**config.mk**
```make
export PLATFORM = sky130hd
export DESIGN_NAME = dtc_term_ctrl
export DESIGN_NICKNAME = d
export VERILOG_FILES = /design/src/common/dtc_pkg.sv /design/src/rtl/dtc_delay_line.sv /design/src/rtl/dtc_term_ctrl.sv
export SDC_FILE = /design/constraint.sdc
export NUM_CORES = 1
export LEC_CHECK = 0
export ABC_AREA = 1
export BUFFER_PORTS_ARGS = -buffer_cell sky130_fd_sc_hd__buf_2
export CORE_UTILIZATION = 63
export DETAILED_ROUTE_END_ITERATION = 10
export PLACE_DENSITY = 0.85
export SETUP_SLACK_MARGIN = 0.2
export SYNTH_ARGS = -nofsm -noshare
export SYNTH_HDL_FRONTEND = slang
export SYNTH_SLANG_ARGS = --single-unit
```
**constraint.sdc**
```tcl
create_clock -name CLK_I -period 7.6 [get_ports CLK_I]
set_clock_uncertainty 0.15 [all_clocks]
set_input_delay 1.14 -clock CLK_I [delete_from_list [all_inputs] [get_ports CLK_I]]
set_output_delay 1.14 -clock CLK_I [all_outputs]
set_load 0.01 [all_outputs]
```
**src/common/dtc_pkg.sv**
```systemverilog
package dtc_pkg;

  // Mode register field positions used by the termination logic.
  localparam int MR1_NOM_B9  = 9;
  localparam int MR1_NOM_B6  = 6;
  localparam int MR1_NOM_B2  = 2;
  localparam int MR2_WR_B10  = 10;
  localparam int MR2_WR_B9   = 9;
  localparam int MR0_DLL_B12 = 12;

  // Termination latency offsets in clock cycles.
  localparam int LAT_OFFSET      = 2;
  localparam int CHOP_EXTRA      = 4;
  localparam int FULL_EXTRA      = 6;
  localparam int MIN_PIN_HIGH_SHORT = 4;
  localparam int MIN_PIN_HIGH_LONG  = 6;
  localparam int ASYNC_MIN_DELAY = 2;

  // Widths.
  localparam int LAT_W   = 5;
  localparam int NOM_W   = 3;
  localparam int WRS_W   = 2;
  localparam int MODE_W  = 16;
  localparam int DLY_MAX = 32;

  // Register map, byte addresses on the bus.
  localparam logic [3:0] ADR_CTRL   = 4'h0;
  localparam logic [3:0] ADR_MR0    = 4'h4;
  localparam logic [3:0] ADR_MR1    = 4'h8;
  localparam logic [3:0] ADR_MR2    = 4'hC;

  // Control register bits.
  localparam int CTRL_CWL_LSB  = 0;
  localparam int CTRL_AL_LSB   = 8;
  localparam int CTRL_SREF_BIT = 16;
  localparam int CTRL_PPD_BIT  = 17;
  localparam int CTRL_DLLON_BIT = 18;
  localparam int STAT_TERM_BIT = 24;
  localparam int STAT_WRS_BIT  = 25;
  localparam int STAT_ASYNC_BIT = 26;

  localparam logic [4:0]  CWL_RESET = 5'h05;
  localparam logic [31:0] CTRL_RESET = 32'h0004_0005;

  // Termination strength selection.
  typedef enum logic [1:0] {
    DTC_OFF,
    DTC_NOMINAL,
    DTC_WRITE
  } dtc_strength_t;

endpackage : dtc_pkg

```
**src/rtl/dtc_delay_line.sv**
```systemverilog
`timescale 1ns/100ps
// Variable-tap shift line: a bit entered now appears tap cycles later.
module dtc_delay_line
  import dtc_pkg::*;
#(
  parameter int DEPTH = DLY_MAX
)
(
  input  wire logic             clk_i,
  input  wire logic             rst_n_i,
  input  wire logic             ce_i,
  input  wire logic             d_i,
  input  wire logic [LAT_W-1:0] tap_i,
  output logic                  q_o
);

  logic [DEPTH-1:0] line_reg;

  // The line shifts every enabled cycle; the tap picks the latency.
  always_ff @(posedge clk_i or negedge rst_n_i)
  begin
    if (!rst_n_i)
    begin
      line_reg <= '0;
    end
    else if (ce_i)
    begin
      line_reg <= {line_reg[DEPTH-2:0], d_i};
    end
  end

  // A tap of zero passes the input straight through.
  always_comb
  begin
    if (tap_i == '0)
    begin
      q_o = d_i;
    end
    else
    begin
      q_o = line_reg[tap_i - 5'd1];
    end
  end

endmodule : dtc_delay_line

```
**src/rtl/dtc_term_ctrl.sv**
```systemverilog
`timescale 1ns/100ps
// Operation
// Dynamic termination is on when mode register two bit 9 or 10 is set.
// Nominal strength comes from mode register one bits 9, 6 and 2.
// Write strength comes from mode register two bits 10 and 9.
// Without writes, nominal strength applies; pin switches it with on/off latency.
// Every write variant triggers a strength change when dynamic termination is on.
// Write strength is selected write latency minus two after the write.
// Nominal returns off latency plus 4 (chop) or plus 6 (full) after write.
// Return latency follows burst length, fixed or chosen on the fly.
// Pin still switches termination on and off during writes.
// Turn-on and turn-off latency both equal write latency minus two.
// Controller clears write-strength bits before running with the DLL off.
// Controller keeps the pin high at least 4 cycles after raising it.
// After a write with pin high, pin stays high 4 or 6 cycles.
// Pin-high minimums count from pin high or write to pin low.
// Asynchronous mode when DLL frozen in precharge power-down per mode register zero.
// Asynchronous mode applies no additive latency to the pin.
// Asynchronous on/off delays count from pin sampled, each at least 2.
// Pin receiver stays active in power-down; controller issues no reads or writes.
// Synchronous mode latencies equal write latency plus additive latency minus two.
// Synchronous mode applies whenever the DLL is on and locked.
// Self-refresh turns termination off and ignores the pin.
// With dynamic termination off, writes keep the nominal strength.
module dtc_term_ctrl
  import dtc_pkg::*;
(
  input  wire logic        CLK_I,
  input  wire logic        RESET_N_I,
  input  wire logic        CE_I,
  input  wire logic        TERM_PIN_I,
  input  wire logic        WRITE_CMD_I,
  input  wire logic        WRITE_CHOP_I,
  input  wire logic        PIN_HIGH_VIOL_CLR_I,
  input  wire logic        CYC_I,
  input  wire logic        STB_I,
  input  wire logic        WE_I,
  input  wire logic [3:0]  ADR_I,
  input  wire logic [3:0]  SEL_I,
  input  wire logic [31:0] DAT_I,
  output logic [31:0]      DAT_O,
  output logic             ACK_O,
  output logic             ERR_O,
  output logic             TERM_EN_O,
  output logic             TERM_WRITE_SEL_O,
  output logic [NOM_W-1:0] NOM_STRENGTH_O,
  output logic [WRS_W-1:0] WR_STRENGTH_O,
  output logic             ASYNC_MODE_O
);

  logic             rst_sync1_reg;
  logic             rst_sync2_reg;
  logic             rst_n;
  logic             pin_sync1_reg;
  logic             pin_reg;
  logic [31:0]      ctrl_reg;
  logic [MODE_W-1:0] mr0_reg;
  logic [MODE_W-1:0] mr1_reg;
  logic [MODE_W-1:0] mr2_reg;
  logic             ack_reg;
  logic [31:0]      dat_reg;
  logic             dyn_en;
  logic             async_mode;
  logic             self_refresh;
  logic [LAT_W-1:0] cwl;
  logic [LAT_W-1:0] al;
  logic [LAT_W-1:0] term_lat;
  logic [LAT_W-1:0] cnw_lat;
  logic             pin_delayed;
  logic             write_start;
  logic [LAT_W-1:0] wr_end_cnt_reg;
  logic [LAT_W-1:0] wr_end_next;
  logic             wr_active_reg;
  logic             term_en_reg;
  logic             wr_sel_reg;
  logic [2:0]       async_cnt_reg;
  logic             async_term_reg;
  logic [2:0]       high_cnt_reg;
  logic             viol_reg;
  logic             bus_req;
  logic             bus_ok;

  // Byte lanes select which bytes of a register a write replaces.
  function automatic logic [31:0] lane_merge(input logic [31:0] old_v,
                                             input logic [31:0] new_v,
                                             input logic [3:0]  sel);
    logic [31:0] res;
    res = old_v;
    for (int i = 0; i < 4; i++)
    begin
      if (sel[i])
      begin
        res[i*8 +: 8] = new_v[i*8 +: 8];
      end
    end
    return res;
  endfunction : lane_merge

  // Address decode shared by read and write paths.
  function automatic logic adr_valid(input logic [3:0] adr);
    return (adr == ADR_CTRL) || (adr == ADR_MR0) || (adr == ADR_MR1) || (adr == ADR_MR2);
  endfunction : adr_valid

  // Reset release goes through two flops so it is clean against CLK_I.
  always_ff @(posedge CLK_I or negedge RESET_N_I)
  begin
    if (!RESET_N_I)
    begin
      rst_sync1_reg <= 1'b0;
      rst_sync2_reg <= 1'b0;
    end
    else
    begin
      rst_sync1_reg <= 1'b1;
      rst_sync2_reg <= rst_sync1_reg;
    end
  end
  assign rst_n = rst_sync2_reg;

  // The pin comes from outside; the receiver stays alive in power-down.
  always_ff @(posedge CLK_I or negedge rst_n)
  begin
    if (!rst_n)
    begin
      pin_sync1_reg <= 1'b0;
      pin_reg       <= 1'b0;
    end
    else if (CE_I)
    begin
      pin_sync1_reg <= TERM_PIN_I;
      pin_reg       <= pin_sync1_reg;
    end
  end

  // Mode fields and derived latencies.
  assign cwl          = ctrl_reg[CTRL_CWL_LSB +: LAT_W];
  assign al           = ctrl_reg[CTRL_AL_LSB +: LAT_W];
  assign self_refresh = ctrl_reg[CTRL_SREF_BIT];
  assign dyn_en       = mr2_reg[MR2_WR_B9] | mr2_reg[MR2_WR_B10];
  assign NOM_STRENGTH_O = {mr1_reg[MR1_NOM_B9], mr1_reg[MR1_NOM_B6], mr1_reg[MR1_NOM_B2]};
  assign WR_STRENGTH_O  = {mr2_reg[MR2_WR_B10], mr2_reg[MR2_WR_B9]};
  // Frozen DLL in precharge power-down selects the asynchronous path.
  assign async_mode = ctrl_reg[CTRL_PPD_BIT] & ~mr0_reg[MR0_DLL_B12];
  // Latencies saturate at zero so a tiny write latency does not wrap.
  assign term_lat = (cwl + al > 5'(LAT_OFFSET)) ? 5'(cwl + al - 5'(LAT_OFFSET)) : '0;
  assign cnw_lat  = term_lat;

  // The pin is delayed by the full synchronous latency.
  dtc_delay_line #(
    .DEPTH (DLY_MAX)
  ) u_pin_delay (
    .clk_i   (CLK_I),
    .rst_n_i (rst_n),
    .ce_i    (CE_I),
    .d_i     (pin_reg),
    .tap_i   (term_lat),
    .q_o     (pin_delayed)
  );

  // Synchronous on/off follows the delayed pin; writes never gate it.
  always_ff @(posedge CLK_I or negedge rst_n)
  begin
    if (!rst_n)
    begin
      term_en_reg <= 1'b0;
    end
    else if (CE_I)
    begin
      if (self_refresh)
      begin
        term_en_reg <= 1'b0;
      end
      else if (async_mode)
      begin
        term_en_reg <= async_term_reg;
      end
      else
      begin
        term_en_reg <= pin_delayed;
      end
    end
  end

  // Asynchronous path: pin level must hold two cycles before it takes effect.
  always_ff @(posedge CLK_I or negedge rst_n)
  begin
    if (!rst_n)
    begin
      async_cnt_reg  <= '0;
      async_term_reg <= 1'b0;
    end
    else if (CE_I)
    begin
      if (pin_reg == async_term_reg)
      begin
        async_cnt_reg <= '0;
      end
      else if (async_cnt_reg >= 3'(ASYNC_MIN_DELAY - 1))
      begin
        async_term_reg <= pin_reg;
        async_cnt_reg  <= '0;
      end
      else
      begin
        async_cnt_reg <= async_cnt_reg + 3'd1;
      end
    end
  end

  // A write only counts in synchronous, non-refresh operation.
  assign write_start = WRITE_CMD_I & dyn_en & ~async_mode & ~self_refresh;

  // Write strength window: starts after cnw, ends after off latency plus 4 or 6.
  assign wr_end_next = WRITE_CHOP_I ? 5'(term_lat + 5'(CHOP_EXTRA))
                                    : 5'(term_lat + 5'(FULL_EXTRA));

  // Counter holds the cycles left in the write window; a new write reloads it.
  always_ff @(posedge CLK_I or negedge rst_n)
  begin
    if (!rst_n)
    begin
      wr_active_reg  <= 1'b0;
      wr_end_cnt_reg <= '0;
    end
    else if (CE_I)
    begin
      if (write_start)
      begin
        wr_active_reg  <= 1'b1;
        wr_end_cnt_reg <= wr_end_next;
      end
      else if (wr_active_reg)
      begin
        wr_end_cnt_reg <= wr_end_cnt_reg - 5'd1;
        if (wr_end_cnt_reg == 5'd1)
        begin
          wr_active_reg <= 1'b0;
        end
      end
    end
  end

  // Strength flips once the elapsed count reaches the cnw point.
  logic [LAT_W-1:0] wr_elapsed_reg;
  always_ff @(posedge CLK_I or negedge rst_n)
  begin
    if (!rst_n)
    begin
      wr_elapsed_reg <= '0;
      wr_sel_reg     <= 1'b0;
    end
    else if (CE_I)
    begin
      if (write_start)
      begin
        wr_elapsed_reg <= 5'd1;
        wr_sel_reg     <= (cnw_lat == '0);
      end
      else if (wr_active_reg)
      begin
        wr_elapsed_reg <= wr_elapsed_reg + 5'd1;
        if (wr_end_cnt_reg == 5'd1)
        begin
          wr_sel_reg <= 1'b0;
        end
        else if (wr_elapsed_reg == cnw_lat)
        begin
          wr_sel_reg <= 1'b1;
        end
      end
      else
      begin
        wr_sel_reg <= 1'b0;
      end
    end
  end

  // Watch the pin-high minimums; a violation is sticky until cleared.
  always_ff @(posedge CLK_I or negedge rst_n)
  begin
    if (!rst_n)
    begin
      high_cnt_reg <= '0;
      viol_reg     <= 1'b0;
    end
    else if (CE_I)
    begin
      if (pin_reg && WRITE_CMD_I)
      begin
        high_cnt_reg <= WRITE_CHOP_I ? 3'(MIN_PIN_HIGH_SHORT - 1)
                                     : 3'(MIN_PIN_HIGH_LONG - 1);
      end
      else if (pin_reg && !pin_sync1_reg && high_cnt_reg > 3'd1)
      begin
        viol_reg <= 1'b1;
      end
      else if (pin_reg && high_cnt_reg != '0)
      begin
        high_cnt_reg <= high_cnt_reg - 3'd1;
      end
      else if (!pin_reg && pin_sync1_reg)
      begin
        high_cnt_reg <= 3'(MIN_PIN_HIGH_SHORT);
      end
      if (PIN_HIGH_VIOL_CLR_I && !(pin_reg && !pin_sync1_reg && high_cnt_reg > 3'd1))
      begin
        viol_reg <= 1'b0;
      end
    end
  end

  // Wishbone slave: one wait state, unmapped addresses answer with err.
  assign bus_req = CYC_I & STB_I & ~ack_reg & ~ERR_O;
  assign bus_ok  = adr_valid(ADR_I);

  always_ff @(posedge CLK_I or negedge rst_n)
  begin
    if (!rst_n)
    begin
      ack_reg <= 1'b0;
      ERR_O   <= 1'b0;
    end
    else if (CE_I)
    begin
      ack_reg <= bus_req & bus_ok;
      ERR_O   <= bus_req & ~bus_ok;
    end
  end
  assign ACK_O = ack_reg;

  // Register writes; the controller is trusted to clear write strength for DLL-off.
  always_ff @(posedge CLK_I or negedge rst_n)
  begin
    if (!rst_n)
    begin
      ctrl_reg <= CTRL_RESET;
      mr0_reg  <= '0;
      mr1_reg  <= '0;
      mr2_reg  <= '0;
    end
    else if (CE_I && bus_req && bus_ok && WE_I)
    begin
      case (ADR_I)
        ADR_CTRL: ctrl_reg <= lane_merge(ctrl_reg, DAT_I, SEL_I);
        ADR_MR0:  mr0_reg  <= MODE_W'(lane_merge(32'(mr0_reg), DAT_I, SEL_I));
        ADR_MR1:  mr1_reg  <= MODE_W'(lane_merge(32'(mr1_reg), DAT_I, SEL_I));
        ADR_MR2:  mr2_reg  <= MODE_W'(lane_merge(32'(mr2_reg), DAT_I, SEL_I));
        default:  ctrl_reg <= ctrl_reg;
      endcase
    end
  end

  // Read data is registered; status bits show live termination state.
  always_ff @(posedge CLK_I or negedge rst_n)
  begin
    if (!rst_n)
    begin
      dat_reg <= '0;
    end
    else if (CE_I && bus_req)
    begin
      case (ADR_I)
        ADR_CTRL: dat_reg <= {3'h0, viol_reg, 1'b0, async_mode, wr_sel_reg, term_en_reg,
                              ctrl_reg[23:0]};
        ADR_MR0:  dat_reg <= 32'(mr0_reg);
        ADR_MR1:  dat_reg <= 32'(mr1_reg);
        ADR_MR2:  dat_reg <= 32'(mr2_reg);
        default:  dat_reg <= '0;
      endcase
    end
  end
  assign DAT_O = dat_reg;

  // Write strength only shows while termination itself is on.
  assign TERM_EN_O        = term_en_reg;
  assign TERM_WRITE_SEL_O = wr_sel_reg & term_en_reg;
  assign ASYNC_MODE_O     = async_mode;

endmodule : dtc_term_ctrl

```
==> impl_results.md <==
* Outcome: complete, no violations
* Syn_area_per_cell at 8.58 sq um
* Post-CTS Resized at 0
* FF+latch count, synth at 159
* Worst EP required at just under 8 ns
* Final Non-Filler Cells at about 1,100
* CTS tree: built
* CP Data Arrival Time at between 4 and 5 ns
* Worst-case reg-to-reg path depth at 22
* Worst skew pair latency at ~0.43 ns
* DP Wirelength at around 11 mm
* Area share of the largest cell type after synthesis at 0.508
* Final Max Slew Viols at 0
* Detailed Route WL at between 15 and 20 mm
* Initial antenna violation count at 0
* I/O pin cnt at 92
* Number of fill cells in the layout at about 820
* DIE AREA at 0.0126 sq mm
* Yosys warnings at 0
* Yosys top cell by area: dfrtp_1
* Endpoints failing setup at 0
* EDFF count, synth at 0
* Met3 Use GR at 0.0734
* CTS H-tree depth at 4
* Period utilization at 0.548
* Crit Reg-Reg Endpoint: TERM_EN_O$_DFFE_PN0P_
* CTS sink count at approximately 160
* Remaining DRCs at 0
* Worst Hold Class: register to register
* Vias post-DR at 6,350
* Post-Place Cells at about 1,100
* Avg Vias per Cell at ~5.7
* RSZ-0062 raised after global routing: no
* Max FFs per register at 32
* Hold_buf cts at 0
* N_diodes at 0
* Hold EP: rst_n$_DFF_PN0_
* Total design power at approximately 2.2 mW
* Core area at roughly 0.012 sq mm
* CP Class: register to register
* Nets at around 1,000
* Row count at 39
* Setup TNS at 0 ns
* Layout cells sized above 1 at 0.154
* Worst path cell trace: ha_1 -> inv_1 -> fa_1 -> xor2_1 -> ha_1 -> inv_1 -> nor3_2 -> inv_1 -> nand2_1 -> nand2_2 -> nand2_2 -> ha_1 -> inv_1 -> nand3_1 -> nand3_1 -> nand3_1 -> nand2_1 -> nand2_1 -> nand3_1 -> nand2_1 -> nand2_1 -> nand2_1
* Worst Max-Slew Pin Slew at a little over 1 ns
* Post-synth cell types at 49
* Final hold violations at 0
* Leakage at about 4.3 nW
* Top FF cell, synth: dfrtp_1
* Hold path start: rst_sync1_reg$_DFF_PN0_
* Most Used Layer, Global Route: met2
* Reg2Reg Setup Slack at 3.44 ns
* Met1 usage at 0.414
* RD Place Congestion at ~0.84
* Detail Route Antenna Nets at 0
* Synth async-reset ratio at 1.00
* Global-route wire length before repair at 29.7 mm
* Met2 Track Usage GR at 0.465
* Initial Util at 0.659
* Crit end category: register
* WHS Path Cells at 0
* Post-layout util at 0.742
* Pre-antenna DRT Iters at 5
* VDD IR-drop max at ~260 uV
* Post-CTS setup buffer count at 0
* PortBufs at just under 80
* PD cells at 256 mW/mm^2
* Largest cells by area after synthesis: dfrtp_1 51%, nand2_1 12%, o21ai_0 9.2%, inv_1 4.7%, nand3_1 3.6%
* CP dominant cell by count: nand2_1
* Largest stage delay, worst path at approximately 0.57 ns
* Clk slew on worst S/H paths at 0.06 ns
* Startpoint class of the critical path: register
* Final worst path period need at 4.16 ns
* Max frequency at around 240 MHz
* Vias in the first global route at 6,175
* Crit path max fanout at 20
* Cells after Synth at about 900
* Post-synth top cells: 243 x nand2_1, 156 x dfrtp_1, 142 x o21ai_0
* Relative slew slack at 0.309
* Clock Tree Buf Depth at 2
* Seq/Total Area, Yosys at 0.518
* WL/cell at approximately 16 um
* GR Overflow Total at 0
* Layout area overhead at 12.5%
* CTS buffer count at 17
* DIE WIDTH at between 100 and 150 um
* GRT Resource Usage Total at 0.301
* Iter 0 DRT Violations at between 600 and 700
* MaxCap Viol Count at 0
* Top-count cell post-synth: nand2_1
* Mapped cell area at approximately 0.0077 sq mm
* CP startpoint: ctrl_reg[0]$_DFFE_PN1P_
* Die Ht at between 100 and 150 um
* FF-to-FF Start: ctrl_reg[0]$_DFFE_PN1P_
* Pin count of the biggest net entering global routing at 82
* Root Buffer: clkbuf_16
* Slowest stage cell, crit path: dfstp_2
-- cell families (layout without fill, tap and decap cells) --
kind of cell               Yosys count  in the layout  share of synthesized area
adders and majority gates           21             21                     0.0352
buffers and inverters              145            217                     0.0815
other                                2              5                   0.000977
and+or+nand+nor                    361            361                      0.210
DFF                                159            159                      0.518
xor gates and xnor gates            10             10                     0.0114
AOI/OAI and AO/OA                  198            198                      0.143
-- critical path, delay by kind of cell (launching register included) --
family / cells / cell delay, ns
xor gates and xnor gates: 1 / 0.25
adders and majority gates: 4 / 1.15
buffers and inverters: 4 / 0.47
DFF: 1 / 0.57
and+or+nand+nor: 13 / 1.43
-- routing by layer --
layer / share of wire / vias to the layer above
li1: - / 3048
met1: 0.44 / 3018
met2: 0.46 / 243
met3: 0.072 / 41
met4: 0.024 / 0
met5: 0 / -
-- stage by stage --
step                      setup WS [ns]  instance area, sq um  hold WS (ns)
after floorplan                    2.70                  7700         0.181
after global placement             3.24                  8060         0.185
after detailed placement           3.21                  8060         0.187
after CTS                          3.49                  8650         0.200
after global routing               3.02                  8650         0.219
final                              3.44                  8650         0.197
-- worst max path at each step --
stage / end / slack [ns] / depth (start not counted)
final: TERM_EN_O$_DFFE_PN0P_ / 3.44 / 22
after floorplan: ACK_O$_DFFE_PN0P_ / 2.70 / 0
after global routing: TERM_EN_O$_DFFE_PN0P_ / 3.02 / 22
after detailed placement: ctrl_reg[22]$_DFFE_PN0P_ / 3.21 / 8
after global placement: ctrl_reg[20]$_DFFE_PN0P_ / 3.24 / 8
after CTS: TERM_EN_O$_DFFE_PN0P_ / 3.49 / 22
-- final cells by class --
type                            instances  area (sq um)  area share
Clock buffer                           21           450      0.0521
Clock inverter                         10           138      0.0159
Inverter                              105           394      0.0456
Multi-Input combinational cell        595          3090       0.357
Sequential cell                       159          3990       0.461
Tap cell                              143           179      0.0207
Timing Repair Buffer                   81           413      0.0477
-- cell usage in the layout (no fill, tap or decap), types with 5 or more instances in the layout --
| cell type | n |
|---|---|
| nand3_1 | 56 |
| inv_1 | 96 |
| ha_1 | 20 |
| nand2_2 | 11 |
| inv_2 | 8 |
| o22ai_1 | 7 |
| buf_2 | 78 |
| o21ai_0 | 142 |
| nand4_1 | 5 |
| nor2_1 | 18 |
| o21ai_1 | 8 |
| clkbuf_16 | 17 |
| nand2_1 | 243 |
| a21oi_1 | 11 |
| conb_1 | 5 |
| xor2_1 | 7 |
| a221oi_1 | 11 |
| dfrtp_1 | 155 |
-- power breakdown --
group	switching (mW)	leakage, nW	internal (mW)
combinational	0.214	1.94	0.129
sequential	0.0779	2.07	0.933
clock	0.335	0.283	0.523
(Power assumes the default switching activity.)
